--- src/mir_map.svh ---
// Operation
// - Read-only maker code: seven low bits in bits 7..1, bit 0 one, upper nibble.
// - Read-only 16-bit part code split over identification bytes two, three, four.
// - Read-only 4-bit revision code in upper nibble of fourth identification byte.
// - Eight-bit scratch register, read/write, never affects behaviour.
// - Writing 0x91 to reset location enters soft reset; non-configuration state cleared.
// - Writing any other value to reset location leaves soft reset.
// - Reset location reads 0x00 when running, 0x01 when held in reset.
// - Hardware reset input places device in soft reset until released.
// - Mask bit zero lets interrupt events drive the interrupt pin; one blocks it.
// - Interrupt status keeps updating while the mask is set, for polling.
// - Onset-latch bit set: condition start sets its latched status bit.
// - Clearance-latch bit set: condition end sets its latched status bit.
// - Polarity bit set inverts the interrupt pin's active level.
// - Each channel shows remote block error and three remote defect bits, low nibble.
// - With monitoring and both latch bits on, one-second tick edge copies counters.
`ifndef MIR_MAP_SVH
`define MIR_MAP_SVH

// -----------------------------------------------------------------
// Common map
// -----------------------------------------------------------------
`define MIR_OFF_MAKER_LOW   9'h000
`define MIR_OFF_PART_MAKER  9'h001
`define MIR_OFF_PART_MID    9'h002
`define MIR_OFF_REV_PART    9'h003
`define MIR_OFF_SCRATCH     9'h004
`define MIR_OFF_SOFT_RESET  9'h005
`define MIR_OFF_GLOBAL_CTRL 9'h006
`define MIR_OFF_EVT_BASE    9'h010

// Identity values; all three are arbitrary neutral codes.
`define MIR_MAKER_CODE      11'h2A5
`define MIR_PART_CODE       16'h5A3C
`define MIR_REVISION_CODE   4'h3
// The same codes cut into the fields that the identity bytes carry, because a
// literal from a macro cannot be part-selected where it is used.
`define MIR_MAKER_LOW7      7'h25
`define MIR_MAKER_HIGH4     4'h5
`define MIR_PART_LOW4       4'hC
`define MIR_PART_MID8       8'hA3
`define MIR_PART_HIGH4      4'h5

// -----------------------------------------------------------------
// Soft reset and global control
// -----------------------------------------------------------------
`define MIR_SOFT_RESET_KEY  8'h91
`define MIR_RD_RUNNING      8'h00
`define MIR_RD_HELD         8'h01
`define MIR_GC_MASK_BIT     7
`define MIR_GC_RISE_BIT     6
`define MIR_GC_FALL_BIT     5
`define MIR_GC_INV_BIT      4
`define MIR_GC_PM_BIT       3
`define MIR_GC_WR_MASK      8'hF8
`define MIR_GC_RESET        8'h00
`define MIR_SCRATCH_RESET   8'h00

// -----------------------------------------------------------------
// Per-channel map: channel c sits at base (c+1) * 0x40
// -----------------------------------------------------------------
`define MIR_CH_LBEC_LOW     6'h2E
`define MIR_CH_LBEC_HIGH    6'h2F
`define MIR_CH_LFEC_LOW     6'h30
`define MIR_CH_LFEC_HIGH    6'h31
`define MIR_CH_RX_O         6'h32
`define MIR_CH_RX_TRACE     6'h33
`define MIR_CH_RX_GROW_A    6'h34
`define MIR_CH_RX_GROW_B    6'h35
`define MIR_CH_TX_O         6'h36
`define MIR_CH_TX_TRACE     6'h37
`define MIR_CH_TX_GROW_A    6'h38
`define MIR_CH_TX_GROW_B    6'h39
`define MIR_CH_DEFECT       6'h3A
`define MIR_CH_TX_RESET     8'h00
`define MIR_NUM_CH          7

`endif

--- src/mir_pkg.sv ---
package mir_pkg;

    // Soft reset state of the whole device.
    typedef enum logic [0:0] {
        MIR_RUN  = 1'b0,
        MIR_HELD = 1'b1
    } mir_rst_state_t;

    typedef logic [7:0]  mir_byte_t;
    typedef logic [11:0] mir_count_t;

endpackage

--- src/mir_regs.sv ---
`timescale 1ns/100ps
`default_nettype none
`include "mir_map.svh"

module mir_regs (
    input  wire logic        sys_clk,
    input  wire logic        rst_n,
    input  wire logic [8:0]  reg_addr,
    input  wire logic        reg_wr,
    input  wire logic        reg_rd,
    input  wire logic [7:0]  reg_wdata,
    output var  logic [7:0]  reg_rdata,
    input  wire logic        one_second_tick,
    input  wire logic [83:0] bip_err_count,
    input  wire logic [83:0] far_err_count,
    input  wire logic [55:0] rx_o_bits,
    input  wire logic [55:0] rx_trace_byte,
    input  wire logic [55:0] rx_growth_byte_a,
    input  wire logic [55:0] rx_growth_byte_b,
    input  wire logic [6:0]  remote_block_error_seen,
    input  wire logic [6:0]  remote_payload_defect_seen,
    input  wire logic [6:0]  remote_server_defect_seen,
    input  wire logic [6:0]  remote_connectivity_defect_seen,
    output var  logic [55:0] tx_o_bits,
    output var  logic [55:0] tx_trace_byte,
    output var  logic [55:0] tx_growth_byte_a,
    output var  logic [55:0] tx_growth_byte_b,
    output var  logic        soft_reset_active,
    output var  logic        interrupt_output_pin
);

    localparam int NCH = `MIR_NUM_CH;

    mir_pkg::mir_rst_state_t rst_state_q;
    mir_pkg::mir_rst_state_t rst_state_d;
    mir_pkg::mir_byte_t      scratch_q;
    mir_pkg::mir_byte_t      scratch_d;
    mir_pkg::mir_byte_t      gctrl_q;
    mir_pkg::mir_byte_t      gctrl_d;
    mir_pkg::mir_byte_t      rdata_q;
    mir_pkg::mir_byte_t      rdata_d;
    mir_pkg::mir_byte_t      glob_rdata;
    mir_pkg::mir_byte_t      ch_rdata [NCH];
    logic                    tick_q;
    logic                    irq_q;
    logic                    irq_d;
    logic                    held;
    logic                    latch_now;
    logic [4*NCH-1:0]        evt_status;

    // ---------------------------------------------------------
    // Soft reset state
    // ---------------------------------------------------------
    // The hardware reset lands in the held state, so the part stays quiet
    // until software has written a release value.
    always_comb
    begin
        rst_state_d = rst_state_q;
        if (reg_wr && reg_addr == `MIR_OFF_SOFT_RESET)
        begin
            if (reg_wdata == `MIR_SOFT_RESET_KEY)
            begin
                rst_state_d = mir_pkg::MIR_HELD;
            end
            else
            begin
                rst_state_d = mir_pkg::MIR_RUN;
            end
        end
    end

    always_ff @(posedge sys_clk or negedge rst_n)
    begin
        if (!rst_n)
        begin
            rst_state_q <= mir_pkg::MIR_HELD;
        end
        else
        begin
            rst_state_q <= rst_state_d;
        end
    end

    assign held              = (rst_state_q == mir_pkg::MIR_HELD);
    assign soft_reset_active = held;

    // ---------------------------------------------------------
    // Configuration registers
    // ---------------------------------------------------------
    // Scratch and global control are configuration, so soft reset spares them.
    always_comb
    begin
        scratch_d = scratch_q;
        gctrl_d   = gctrl_q;
        if (reg_wr && reg_addr == `MIR_OFF_SCRATCH)
        begin
            scratch_d = reg_wdata;
        end
        if (reg_wr && reg_addr == `MIR_OFF_GLOBAL_CTRL)
        begin
            gctrl_d = reg_wdata & `MIR_GC_WR_MASK;
        end
    end

    always_ff @(posedge sys_clk or negedge rst_n)
    begin
        if (!rst_n)
        begin
            scratch_q <= `MIR_SCRATCH_RESET;
            gctrl_q   <= `MIR_GC_RESET;
        end
        else
        begin
            scratch_q <= scratch_d;
            gctrl_q   <= gctrl_d;
        end
    end

    // ---------------------------------------------------------
    // One-second latch strobe and interrupt pin
    // ---------------------------------------------------------
    // Counters are copied only when monitoring and both edge bits are on.
    assign latch_now = one_second_tick & ~tick_q & ~held & gctrl_q[`MIR_GC_PM_BIT]
                     & gctrl_q[`MIR_GC_RISE_BIT] & gctrl_q[`MIR_GC_FALL_BIT];

    // The mask only gates the pin; the latched status keeps collecting events.
    always_comb
    begin
        irq_d = (|evt_status) & ~gctrl_q[`MIR_GC_MASK_BIT];
        irq_d = irq_d ^ gctrl_q[`MIR_GC_INV_BIT];
    end

    always_ff @(posedge sys_clk or negedge rst_n)
    begin
        if (!rst_n)
        begin
            tick_q <= 1'b0;
            irq_q  <= 1'b0;
        end
        else
        begin
            tick_q <= one_second_tick;
            irq_q  <= irq_d;
        end
    end

    assign interrupt_output_pin = irq_q;

    // ---------------------------------------------------------
    // Per-channel registers
    // ---------------------------------------------------------
    for (genvar c = 0; c < NCH; c++)
    begin : g_ch
        logic               sel;
        logic [5:0]         off;
        mir_pkg::mir_count_t lbec_q;
        mir_pkg::mir_count_t lbec_d;
        mir_pkg::mir_count_t lfec_q;
        mir_pkg::mir_count_t lfec_d;
        mir_pkg::mir_byte_t txo_q;
        mir_pkg::mir_byte_t txo_d;
        mir_pkg::mir_byte_t txj_q;
        mir_pkg::mir_byte_t txj_d;
        mir_pkg::mir_byte_t txa_q;
        mir_pkg::mir_byte_t txa_d;
        mir_pkg::mir_byte_t txb_q;
        mir_pkg::mir_byte_t txb_d;
        logic [3:0]         defect;
        logic [3:0]         clr;

        assign sel    = (reg_addr[8:6] == 3'(c + 1));
        assign off    = reg_addr[5:0];
        assign defect = {remote_block_error_seen[c], remote_payload_defect_seen[c],
                         remote_server_defect_seen[c], remote_connectivity_defect_seen[c]};
        assign clr    = (reg_wr && reg_addr == `MIR_OFF_EVT_BASE + 9'(c))
                      ? reg_wdata[3:0] : 4'h0;

        // Latched counters are state, so soft reset clears them; the tick
        // copy wins over a host write in the same cycle.
        always_comb
        begin
            lbec_d = lbec_q;
            lfec_d = lfec_q;
            txo_d  = txo_q;
            txj_d  = txj_q;
            txa_d  = txa_q;
            txb_d  = txb_q;
            if (reg_wr && sel)
            begin
                case (off)
                    `MIR_CH_LBEC_LOW:  lbec_d[7:0]  = reg_wdata;
                    `MIR_CH_LBEC_HIGH: lbec_d[11:8] = reg_wdata[3:0];
                    `MIR_CH_LFEC_LOW:  lfec_d[7:0]  = reg_wdata;
                    `MIR_CH_LFEC_HIGH: lfec_d[11:8] = reg_wdata[3:0];
                    `MIR_CH_TX_O:      txo_d        = reg_wdata;
                    `MIR_CH_TX_TRACE:  txj_d        = reg_wdata;
                    `MIR_CH_TX_GROW_A: txa_d        = reg_wdata;
                    `MIR_CH_TX_GROW_B: txb_d        = reg_wdata;
                    default:           txo_d        = txo_q;
                endcase
            end
            if (latch_now)
            begin
                lbec_d = bip_err_count[c*12 +: 12];
                lfec_d = far_err_count[c*12 +: 12];
            end
            if (held)
            begin
                lbec_d = 12'h000;
                lfec_d = 12'h000;
            end
        end

        always_ff @(posedge sys_clk or negedge rst_n)
        begin
            if (!rst_n)
            begin
                lbec_q <= 12'h000;
                lfec_q <= 12'h000;
                txo_q  <= `MIR_CH_TX_RESET;
                txj_q  <= `MIR_CH_TX_RESET;
                txa_q  <= `MIR_CH_TX_RESET;
                txb_q  <= `MIR_CH_TX_RESET;
            end
            else
            begin
                lbec_q <= lbec_d;
                lfec_q <= lfec_d;
                txo_q  <= txo_d;
                txj_q  <= txj_d;
                txa_q  <= txa_d;
                txb_q  <= txb_d;
            end
        end

        // Channel read mux; reserved tail and unused offsets read zero.
        always_comb
        begin
            case (off)
                `MIR_CH_LBEC_LOW:  ch_rdata[c] = lbec_q[7:0];
                `MIR_CH_LBEC_HIGH: ch_rdata[c] = {4'h0, lbec_q[11:8]};
                `MIR_CH_LFEC_LOW:  ch_rdata[c] = lfec_q[7:0];
                `MIR_CH_LFEC_HIGH: ch_rdata[c] = {4'h0, lfec_q[11:8]};
                `MIR_CH_RX_O:      ch_rdata[c] = rx_o_bits[c*8 +: 8];
                `MIR_CH_RX_TRACE:  ch_rdata[c] = rx_trace_byte[c*8 +: 8];
                `MIR_CH_RX_GROW_A: ch_rdata[c] = rx_growth_byte_a[c*8 +: 8];
                `MIR_CH_RX_GROW_B: ch_rdata[c] = rx_growth_byte_b[c*8 +: 8];
                `MIR_CH_TX_O:      ch_rdata[c] = txo_q;
                `MIR_CH_TX_TRACE:  ch_rdata[c] = txj_q;
                `MIR_CH_TX_GROW_A: ch_rdata[c] = txa_q;
                `MIR_CH_TX_GROW_B: ch_rdata[c] = txb_q;
                `MIR_CH_DEFECT:    ch_rdata[c] = {4'h0, defect};
                default:           ch_rdata[c] = 8'h00;
            endcase
            if (!sel)
            begin
                ch_rdata[c] = 8'h00;
            end
        end

        // One edge latch per remote defect bit of this channel.
        for (genvar b = 0; b < 4; b++)
        begin : g_bit
            mir_evt_latch u_latch (
                .sys_clk  (sys_clk),
                .rst_n    (rst_n),
                .hold_clr (held),
                .cond     (defect[b]),
                .rise_en  (gctrl_q[`MIR_GC_RISE_BIT]),
                .fall_en  (gctrl_q[`MIR_GC_FALL_BIT]),
                .clr      (clr[b]),
                .status   (evt_status[c*4 + b])
            );
        end

        assign tx_o_bits[c*8 +: 8]        = txo_q;
        assign tx_trace_byte[c*8 +: 8]    = txj_q;
        assign tx_growth_byte_a[c*8 +: 8] = txa_q;
        assign tx_growth_byte_b[c*8 +: 8] = txb_q;
    end

    // ---------------------------------------------------------
    // Read data
    // ---------------------------------------------------------
    // Identity bytes are constants; unmapped common offsets read zero.
    always_comb
    begin
        case (reg_addr)
            `MIR_OFF_MAKER_LOW:   glob_rdata = {`MIR_MAKER_LOW7, 1'b1};
            `MIR_OFF_PART_MAKER:  glob_rdata = {`MIR_PART_LOW4,
                                                `MIR_MAKER_HIGH4};
            `MIR_OFF_PART_MID:    glob_rdata = `MIR_PART_MID8;
            `MIR_OFF_REV_PART:    glob_rdata = {`MIR_REVISION_CODE,
                                                `MIR_PART_HIGH4};
            `MIR_OFF_SCRATCH:     glob_rdata = scratch_q;
            `MIR_OFF_SOFT_RESET:  glob_rdata = held ? `MIR_RD_HELD
                                                    : `MIR_RD_RUNNING;
            `MIR_OFF_GLOBAL_CTRL: glob_rdata = gctrl_q;
            default:              glob_rdata = 8'h00;
        endcase
        for (int i = 0; i < NCH; i++)
        begin
            if (reg_addr == `MIR_OFF_EVT_BASE + 9'(i))
            begin
                glob_rdata = {4'h0, evt_status[i*4 +: 4]};
            end
        end
    end

    always_comb
    begin
        rdata_d = rdata_q;
        if (reg_rd)
        begin
            rdata_d = glob_rdata;
            for (int i = 0; i < NCH; i++)
            begin
                rdata_d = rdata_d | ch_rdata[i];
            end
        end
    end

    always_ff @(posedge sys_clk or negedge rst_n)
    begin
        if (!rst_n)
        begin
            rdata_q <= 8'h00;
        end
        else
        begin
            rdata_q <= rdata_d;
        end
    end

    assign reg_rdata = rdata_q;
endmodule // mir_regs

`default_nettype wire

--- src/mir_evt_latch.sv ---
`timescale 1ns/100ps
`default_nettype none

module mir_evt_latch (
    input  wire logic sys_clk,
    input  wire logic rst_n,
    input  wire logic hold_clr,
    input  wire logic cond,
    input  wire logic rise_en,
    input  wire logic fall_en,
    input  wire logic clr,
    output var  logic status
);

    logic prev_q;
    logic prev_d;
    logic stat_q;
    logic stat_d;
    logic onset;
    logic ending;

    // ---------------------------------------------------------
    // Edge capture
    // ---------------------------------------------------------
    // A new edge beats a host clear in the same cycle, so no event is lost.
    always_comb
    begin
        prev_d = cond;
        onset  = cond & ~prev_q;
        ending = ~cond & prev_q;
        stat_d = stat_q & ~clr;
        if ((onset & rise_en) | (ending & fall_en))
        begin
            stat_d = 1'b1;
        end
        if (hold_clr)
        begin
            stat_d = 1'b0;
        end
    end

    // Only registers; the condition history keeps running during soft reset.
    always_ff @(posedge sys_clk or negedge rst_n)
    begin
        if (!rst_n)
        begin
            prev_q <= 1'b0;
            stat_q <= 1'b0;
        end
        else
        begin
            prev_q <= prev_d;
            stat_q <= stat_d;
        end
    end

    assign status = stat_q;

endmodule // mir_evt_latch

`default_nettype wire

--- config.mk ---
export PLATFORM = sky130hd
export DESIGN_NAME = mir_regs
export DESIGN_NICKNAME = d
export VERILOG_FILES = /design/src/mir_pkg.sv /design/src/mir_regs.sv /design/src/mir_evt_latch.sv
export VERILOG_INCLUDE_DIRS = /design/src /design/src/src
export SDC_FILE = /design/constraint.sdc
export NUM_CORES = 1
export LEC_CHECK = 0
export ABC_AREA = 1
export BUFFER_PORTS_ARGS = -buffer_cell sky130_fd_sc_hd__clkbuf_2
export CAP_MARGIN = 30
export CORE_AREA = 2 2 265 267
export CTS_BUF_LIST = sky130_fd_sc_hd__clkbuf_16
export DETAILED_ROUTE_END_ITERATION = 8
export DIE_AREA = 0 0 267 269
export PLACE_DENSITY = 0.62
export SLEW_MARGIN = 20
export SYNTH_ARGS = -nofsm -noshare
export SYNTH_HDL_FRONTEND = slang
export SYNTH_SLANG_ARGS = --single-unit
--- constraint.sdc ---
create_clock -name sys_clk -period 2.3 [get_ports sys_clk]
set_clock_uncertainty 0.05 [all_clocks]
set_input_delay 0.115 -clock sys_clk [delete_from_list [all_inputs] [get_ports sys_clk]]
set_output_delay 0.115 -clock sys_clk [all_outputs]
set_load 0.005 [all_outputs]
==> impl_results.md, run 1 <==
* Status: finished, violations left
* Failing checks: negative setup slack
* Starting density of the core at approximately two fifths
* Required @ worst endpoint at 2.75 ns
* Syn avg cell area at 6.95 sq um
* Pwr/cell area at about 550 mW/mm^2
* Total CTS buffers at 54
* Initial antenna violation count at 13
* I/O Buffers at 675
* Slew Limit Fails at 0
* Vias per inst at about 5.5
* Yosys warnings at 0
* Routability cong. at 1.07
* Vias post-DR at 31900
* Final min period at 2.31 ns
* Fillers at 6746
* Clk pin slew, worst setup/hold paths at 0.06 ns
* Register area at 0.0118 sq mm
* # IOs at slightly below 700
* Fin. Hold Viols at 0
* Achievable clock frequency at 433 MHz
* Synth Flop Type: dfrtp_1
* Detailed Routing Iterations Pass 1 at 7
* Post-route ant nets at 0
* HPWL after DPL at 113 mm
* Finished Layout Cells at 5788
* Worst Path Max Fanout at 10
* Largest net degree at the start of global routing at 92
* Core area at 0.0693 sq mm
* Max cap viols at 0
* Root Driver: clkbuf_16
* Synthesis-stage register bit count at 472
* Synth unique cells at 39
* Worst IR Drop VDD at 613 uV
* Leak Pwr at approximately 19 nW
* Place WS at -0.151 ns
* Post-synth EDFFs at 0
* Least-Margin Pin Slew at 0.791 ns
* Startpoint Class: flop
* CTS tree: yes
* Final core occ at 52.7%
* Area of the multi-input gates at 0.0118 sq mm
* RSZ-0062 raised after global routing: true
* Post-placement cell count at 5473
* Sequential share of the synthesized area at 44.8%
* Die width at 267 microns
* Hold Path Class: primary input to flop
* Die height at 269 microns
* Vias in the first global route at a little over 30000
* Initial DRC count at around 4000
* Routed WL per cell at 26.0 microns
* Post-synth ARST share at 100%
* Tot GR Track Use at between 40% and 50%
* Synthesized cell area at about 0.026 sq mm
* Mapped Nets at 4234
* First-pass GRT wire length at 210 mm
* Layout cell share with drive strength beyond 1 at 22.8%
* Critical Path End Type: flop
* Setup-failing EPs final at 1
* Setup CP Type: flop to flop
* Num Clock Sinks at around 470
* FP Rows at 97
* Final WS setup at -0.00771 ns
* Worst slew margin at 47.3%
* # nets final at 5235
* Tcrit/Tclk final at 100%
* Worst skew pair latency at 0.65 ns
* H-tree Lvls at 2
* Synth-to-Final Area Change at 38.5%
* Post CTS Setup Buffer Count at 0
* CP arrival at roughly 2.8 ns
* Total gr overflow at 0
* Routed wire length at 151 mm
* Die area at 0.0718 sq mm
* DR DRC count at 0
* CTS Buffer Depth at 3
* Post-Synthesis Cells at 3792
power breakdown:
part	internal (W)	switching, W	total, W
registers	0.00854	0.000200	0.00874
clock network	0.00473	0.00388	0.00861
logic	0.00104	0.00174	0.00278
routing by layer:
layer  vias up  GRT usage, %  part of all wire [%]
li1      14200             -                     -
met1     15100          51.9                    38
met2      2130          63.0                    44
met3       534          8.50                   9.9
met4         8          29.0                   8.2
met5         -             0                 0.032
state kept, by name, summed over array words and instances (netlist names):
register	count
g_ch.lfec_q	84
gctrl_q	5
g_ch.g_bit.u_latch.prev_q	28
soft_reset_active	1
g_ch.txj_q	56
reg_rdata	8
g_ch.txa_q	56
g_ch.g_bit.u_latch.status	28
interrupt_output_pin	1
scratch_q	8
g_ch.txo_q	56
g_ch.lbec_q	84
g_ch.txb_q	56
tick_q	1
critical path: stages (launching register included):
cell and delay (ns):
dfstp_2 0.56, nor3b_1 0.05, nand4_1 0.13, nand2_1 0.17, buf_4 0.19, nor2_1 0.55, nor2_1 0.14, buf_4 0.18
nand3_1 0.05, o21ai_0 0.10
timing repair:
item	4_1_cts	5_1_grt
resized for setup	0	1
hold endpoints to repair	697	0
hold buffers	203	0
setup endpoints to repair	0	89
cell type report:
class	instances	area share [%]
well taps	940	3.22
clock inverters	45	0.959
multi-input cells	2609	32.4
inverters	492	5.06
flip-flops and latches	472	32.3
diodes	12	0.0822
clock buffers	54	3.70
repair buffers	1164	22.2
metrics by stage:
stage	hold WS, ns	total power [W]	setup TNS, ns	instance area (sq um)
after floorplan	-0.231	0.00964	0	26400
after global placement	-0.00124	0.0113	-0.536	32700
after detailed placement	-0.00446	0.0113	-1.28	32700
after CTS	0.00974	0.0200	0	36500
after global routing	0.0480	0.0206	-5.32	36500
final	0.0255	0.0201	-0.00771	36500
path summary, 6_finish.rpt:
check                      cells past startpoint  slack [ns]                            end                          start
min                                            4        0.03   g_ch[4].txb_q[3]$_DFFE_PN0P_                   reg_wdata[3]
min reg2reg                                    2        0.44       scratch_q[3]$_DFFE_PN0P_       scratch_q[3]$_DFFE_PN0P_
max reg2reg                                    9      -0.008  g_ch[6].lfec_q[9]$_DFFE_PN0P_  soft_reset_active$_DFFE_PN1P_
min in group asynchronous                      3        0.14   g_ch[2].txb_q[1]$_DFFE_PN0P_                          rst_n
max                                            9      -0.008  g_ch[6].lfec_q[9]$_DFFE_PN0P_  soft_reset_active$_DFFE_PN1P_
max in group asynchronous                      3        1.49   g_ch[5].txo_q[4]$_DFFE_PN0P_                          rst_n
synth_stat cells (2+ instances only):
library cell,n,area share [%]
o21ai_4,2,0.12
or2_2,9,0.21
and3_1,4,0.095
nor3_4,5,0.31
clkinv_1,3,0.043
a211oi_1,4,0.11
dfrtp_1,471,45
a31oi_1,28,0.66
a22oi_1,2,0.057
o21ai_0,633,12
a21oi_1,3,0.057
inv_2,7,0.10
buf_2,60,1.1
nand2_1,977,14
buf_6,4,0.17
inv_1,482,6.9
nor2_4,2,0.085
nand4_1,31,0.74
nor2_2,15,0.36
nor3b_1,5,0.14
o22ai_1,5,0.12
buf_4,9,0.26
o21ai_2,10,0.33
nor3_1,17,0.32
o21ai_1,9,0.17
nor4_1,9,0.21
nand3_1,492,9.3
clkbuf_1,137,2.0
nor2_1,338,4.8
buf_1,8,0.11
nand2_2,3,0.071
layout by cell type, fill, tap and decap left out, drive strengths merged:
master       count
a211oi           4
a21oi            5
a22oi            2
a31oi           28
and3             4
buf            288
bufinv           4
clkbuf         728
clkinv          23
clkinvlp         3
dfrtp          471
dfstp            1
diode           12
dlygate4sd3    202
inv            507
nand2          980
nand3          493
nand3b           1
nand4           31
nor2           355
nor3            22
nor3b            5
nor4            10
o21ai          654
o22ai            5
or2              9
xor2             1
cells by family (layout without fill, tap and decap cells):
logic type	count (synthesis)	count (layout)	synth area share, %
buffers and inverters	711	1755	10.7
other	0	12	0
AOI/OAI and AO/OA	698	698	13.7
and+or+nand+nor	1910	1910	30.8
DFF	472	472	44.8
xor gates and xnor gates	1	1	0.0332
Power figures use the tool's default switching activity.
==> run 2, diff against run 1 <==
BUFFER_PORTS_ARGS = -buffer_cell sky130_fd_sc_hd__buf_2   (was -buffer_cell sky130_fd_sc_hd__clkbuf_2)
CTS_CLUSTER_SIZE = 20   (was not set)
SLEW_MARGIN = not set   (was 20)
==> impl_results.md, run 2 (synthesis results as in run 1) <==
* Worst slew margin at 45.9%
* DR DRC count at 0
* Routed WL per cell at approximately 26 microns
* M2 GR Usage at 63.0%
* Num Clock Sinks at 472
* Total CTS buffers at 54
* FP Rows at 97
* CTS Buffer Depth at 3
* Clk pin slew, worst setup/hold paths at 0.06 ns
* HPWL after DPL at 112 mm
* Slew Limit Fails at 0
* Final min period at 2.13 ns
* Vias per inst at roughly 5.5
* Worst Path Max Fanout at 100
* Total gr overflow at 0
* Setup CP Type: flop to flop
* R2R setup slack at 0.17 ns
* Startpoint Class: flop
* Critical path destination: g_ch[2].lbec_q[4]$_DFFE_PN0P_
* Largest net degree at the start of global routing at 142
* RSZ-0062 raised after global routing: false
* # IOs at around 680
* Status: complete, no violations
* Most frequent cells in the layout: nand2_1 (975), buf_2 (674), o21ai_0 (633)
* Least-Margin Pin Slew at 0.811 ns
* Met3 usage at 8.58%
* Initial antenna violation count at 15
* Pwr/cell area at 549 mW/mm^2
* Starting density of the core at a little under two fifths
* Worst IR Drop VDD at 500 uV
* Fillers at between 6000 and 7000
* Setup-failing EPs final at 0
* Tcrit/Tclk final at a little over 90%
* H-tree Lvls at 2
* Hold Path Cell Cnt at 5
* CTS tree: yes
* Fin. Hold Viols at 0
* Die width at 267 microns
* Die height at ~270 microns
* Post-route ant nets at 0
* I/O Buffers at 675
* Tot GR Track Use at 40.5%
* Die area at slightly above 0.07 sq mm
* Gr busiest metal: met2
* Synth-to-Final Area Change at 37.6%
* Detailed Routing Iterations Pass 1 at 6
* Worst skew pair latency at 0.63 ns
* Setup tns final at 0 ns
* Global Route met1 Usage at 50.9%
* # nets final at 5194
* Required @ worst endpoint at 2.79 ns
* CP startpoint: soft_reset_active$_DFFE_PN1P_
* Layout cell share with drive strength beyond 1 at 22.1%
* First-pass GRT wire length at 209 mm
* Hold Path Class: primary input to flop
* Reg2Reg Depth at 9
* Routability cong. at 1.05
* Post CTS Setup Buffer Count at 0
* Critical R2R Launch: soft_reset_active$_DFFE_PN1P_
* Vias post-DR at 31700
* CP arrival at 2.62 ns
* Worst hold start: bip_err_count[0]
* Leak Pwr at 18.8 nW
* Top flop regs: g_ch.lbec_q x84, g_ch.lfec_q x84
* Core area at ~0.07 sq mm
* Initial DRC count at a little under 4000
* RR Endpoint: g_ch[2].lbec_q[4]$_DFFE_PN0P_
* Max cap viols at 0
* Commonest non-fill, non-tap cell in the layout: nand2_1
* Achievable clock frequency at ~470 MHz
* Root Driver: clkbuf_16
* Post-placement cell count at 5432
* Routed wire length at 148 mm
* Critical Path End Type: flop
* Vias in the first global route at 30300
* Finished Layout Cells at between 5000 and 6000
## run 2: report_power, final
group / switching [W] / total, W / internal [W]
Clock: 0.00378 / 0.00845 / 0.00467
Combinational: 0.00171 / 0.00274 / 0.00103
Sequential: 0.000199 / 0.00874 / 0.00854
Total: 0.00569 / 0.0199 / 0.0142
## run 2: critical path, stage by stage (launching register included)
cell	delay [ns]
dfstp_2	0.57
nor3b_1	0.06
nand4_1	0.09
buf_4	0.24
buf_16	0.29
nand2_2	0.15
buf_4	0.21
o21ai_0	0.12
nand3_1	0.10
o21ai_0	0.11
## run 2: cell type report
type / instances / area [sq um] / area share, %
Timing Repair Buffer: 1123 / 7910 / 21.8
Antenna cell: 10 / 25.0 / 0.0690
Clock buffer: 55 / 1380 / 3.79
Multi-Input combinational cell: 2609 / 11800 / 32.6
Clock inverter: 46 / 307 / 0.845
Sequential cell: 472 / 11800 / 32.6
Tap cell: 940 / 1180 / 3.24
Inverter: 492 / 1850 / 5.10
## run 2: how the worst min path moves through the flow
stage | to
finish | g_ch[0].lbec_q[0]$_DFFE_PN0P_
global route | soft_reset_active$_DFFE_PN1P_
CTS | g_ch[0].lfec_q[4]$_DFFE_PN0P_
detailed placement | g_ch[0].lfec_q[0]$_DFFE_PN0P_
global placement | g_ch[0].lfec_q[0]$_DFFE_PN0P_
floorplan | g_ch[0].g_bit[0].u_latch.prev_q$_DFF_PN0_
## run 2: what timing repair did
| action | in CTS | in global routing |
|---|---|---|
| hold endpoints to repair | 666 | 1 |
| setup endpoints to repair | 0 | 21 |
| resized for setup | 0 | 7 |
| hold buffers | 202 | 1 |
## run 2: layer usage
layer / vias up / part of all wire [%]
li1: 14100 / -
met1: 15000 / 38
met2: 2080 / 44
met3: 487 / 10
met4: 6 / 8.1
met5: - / 0.026
## run 2: per-stage QoR
| stage | area [sq um] | worst slack (ns) | hold WS (ns) | utilization (%) | power [W] |
|---|---|---|---|---|---|
| after floorplan | 26400 | 0.365 | -0.231 | - | 0.00964 |
| after global placement | 32500 | -0.144 | -0.0234 | 46.9 | 0.0113 |
| after detailed placement | 32500 | -0.159 | -0.0297 | 46.9 | 0.0113 |
| after CTS | 36200 | 0.0858 | 0.0102 | 52.3 | 0.0199 |
| after global routing | 36300 | 0.0188 | 0.0619 | 52.4 | 0.0205 |
| final | 36300 | 0.167 | 0.0254 | 52.4 | 0.0199 |
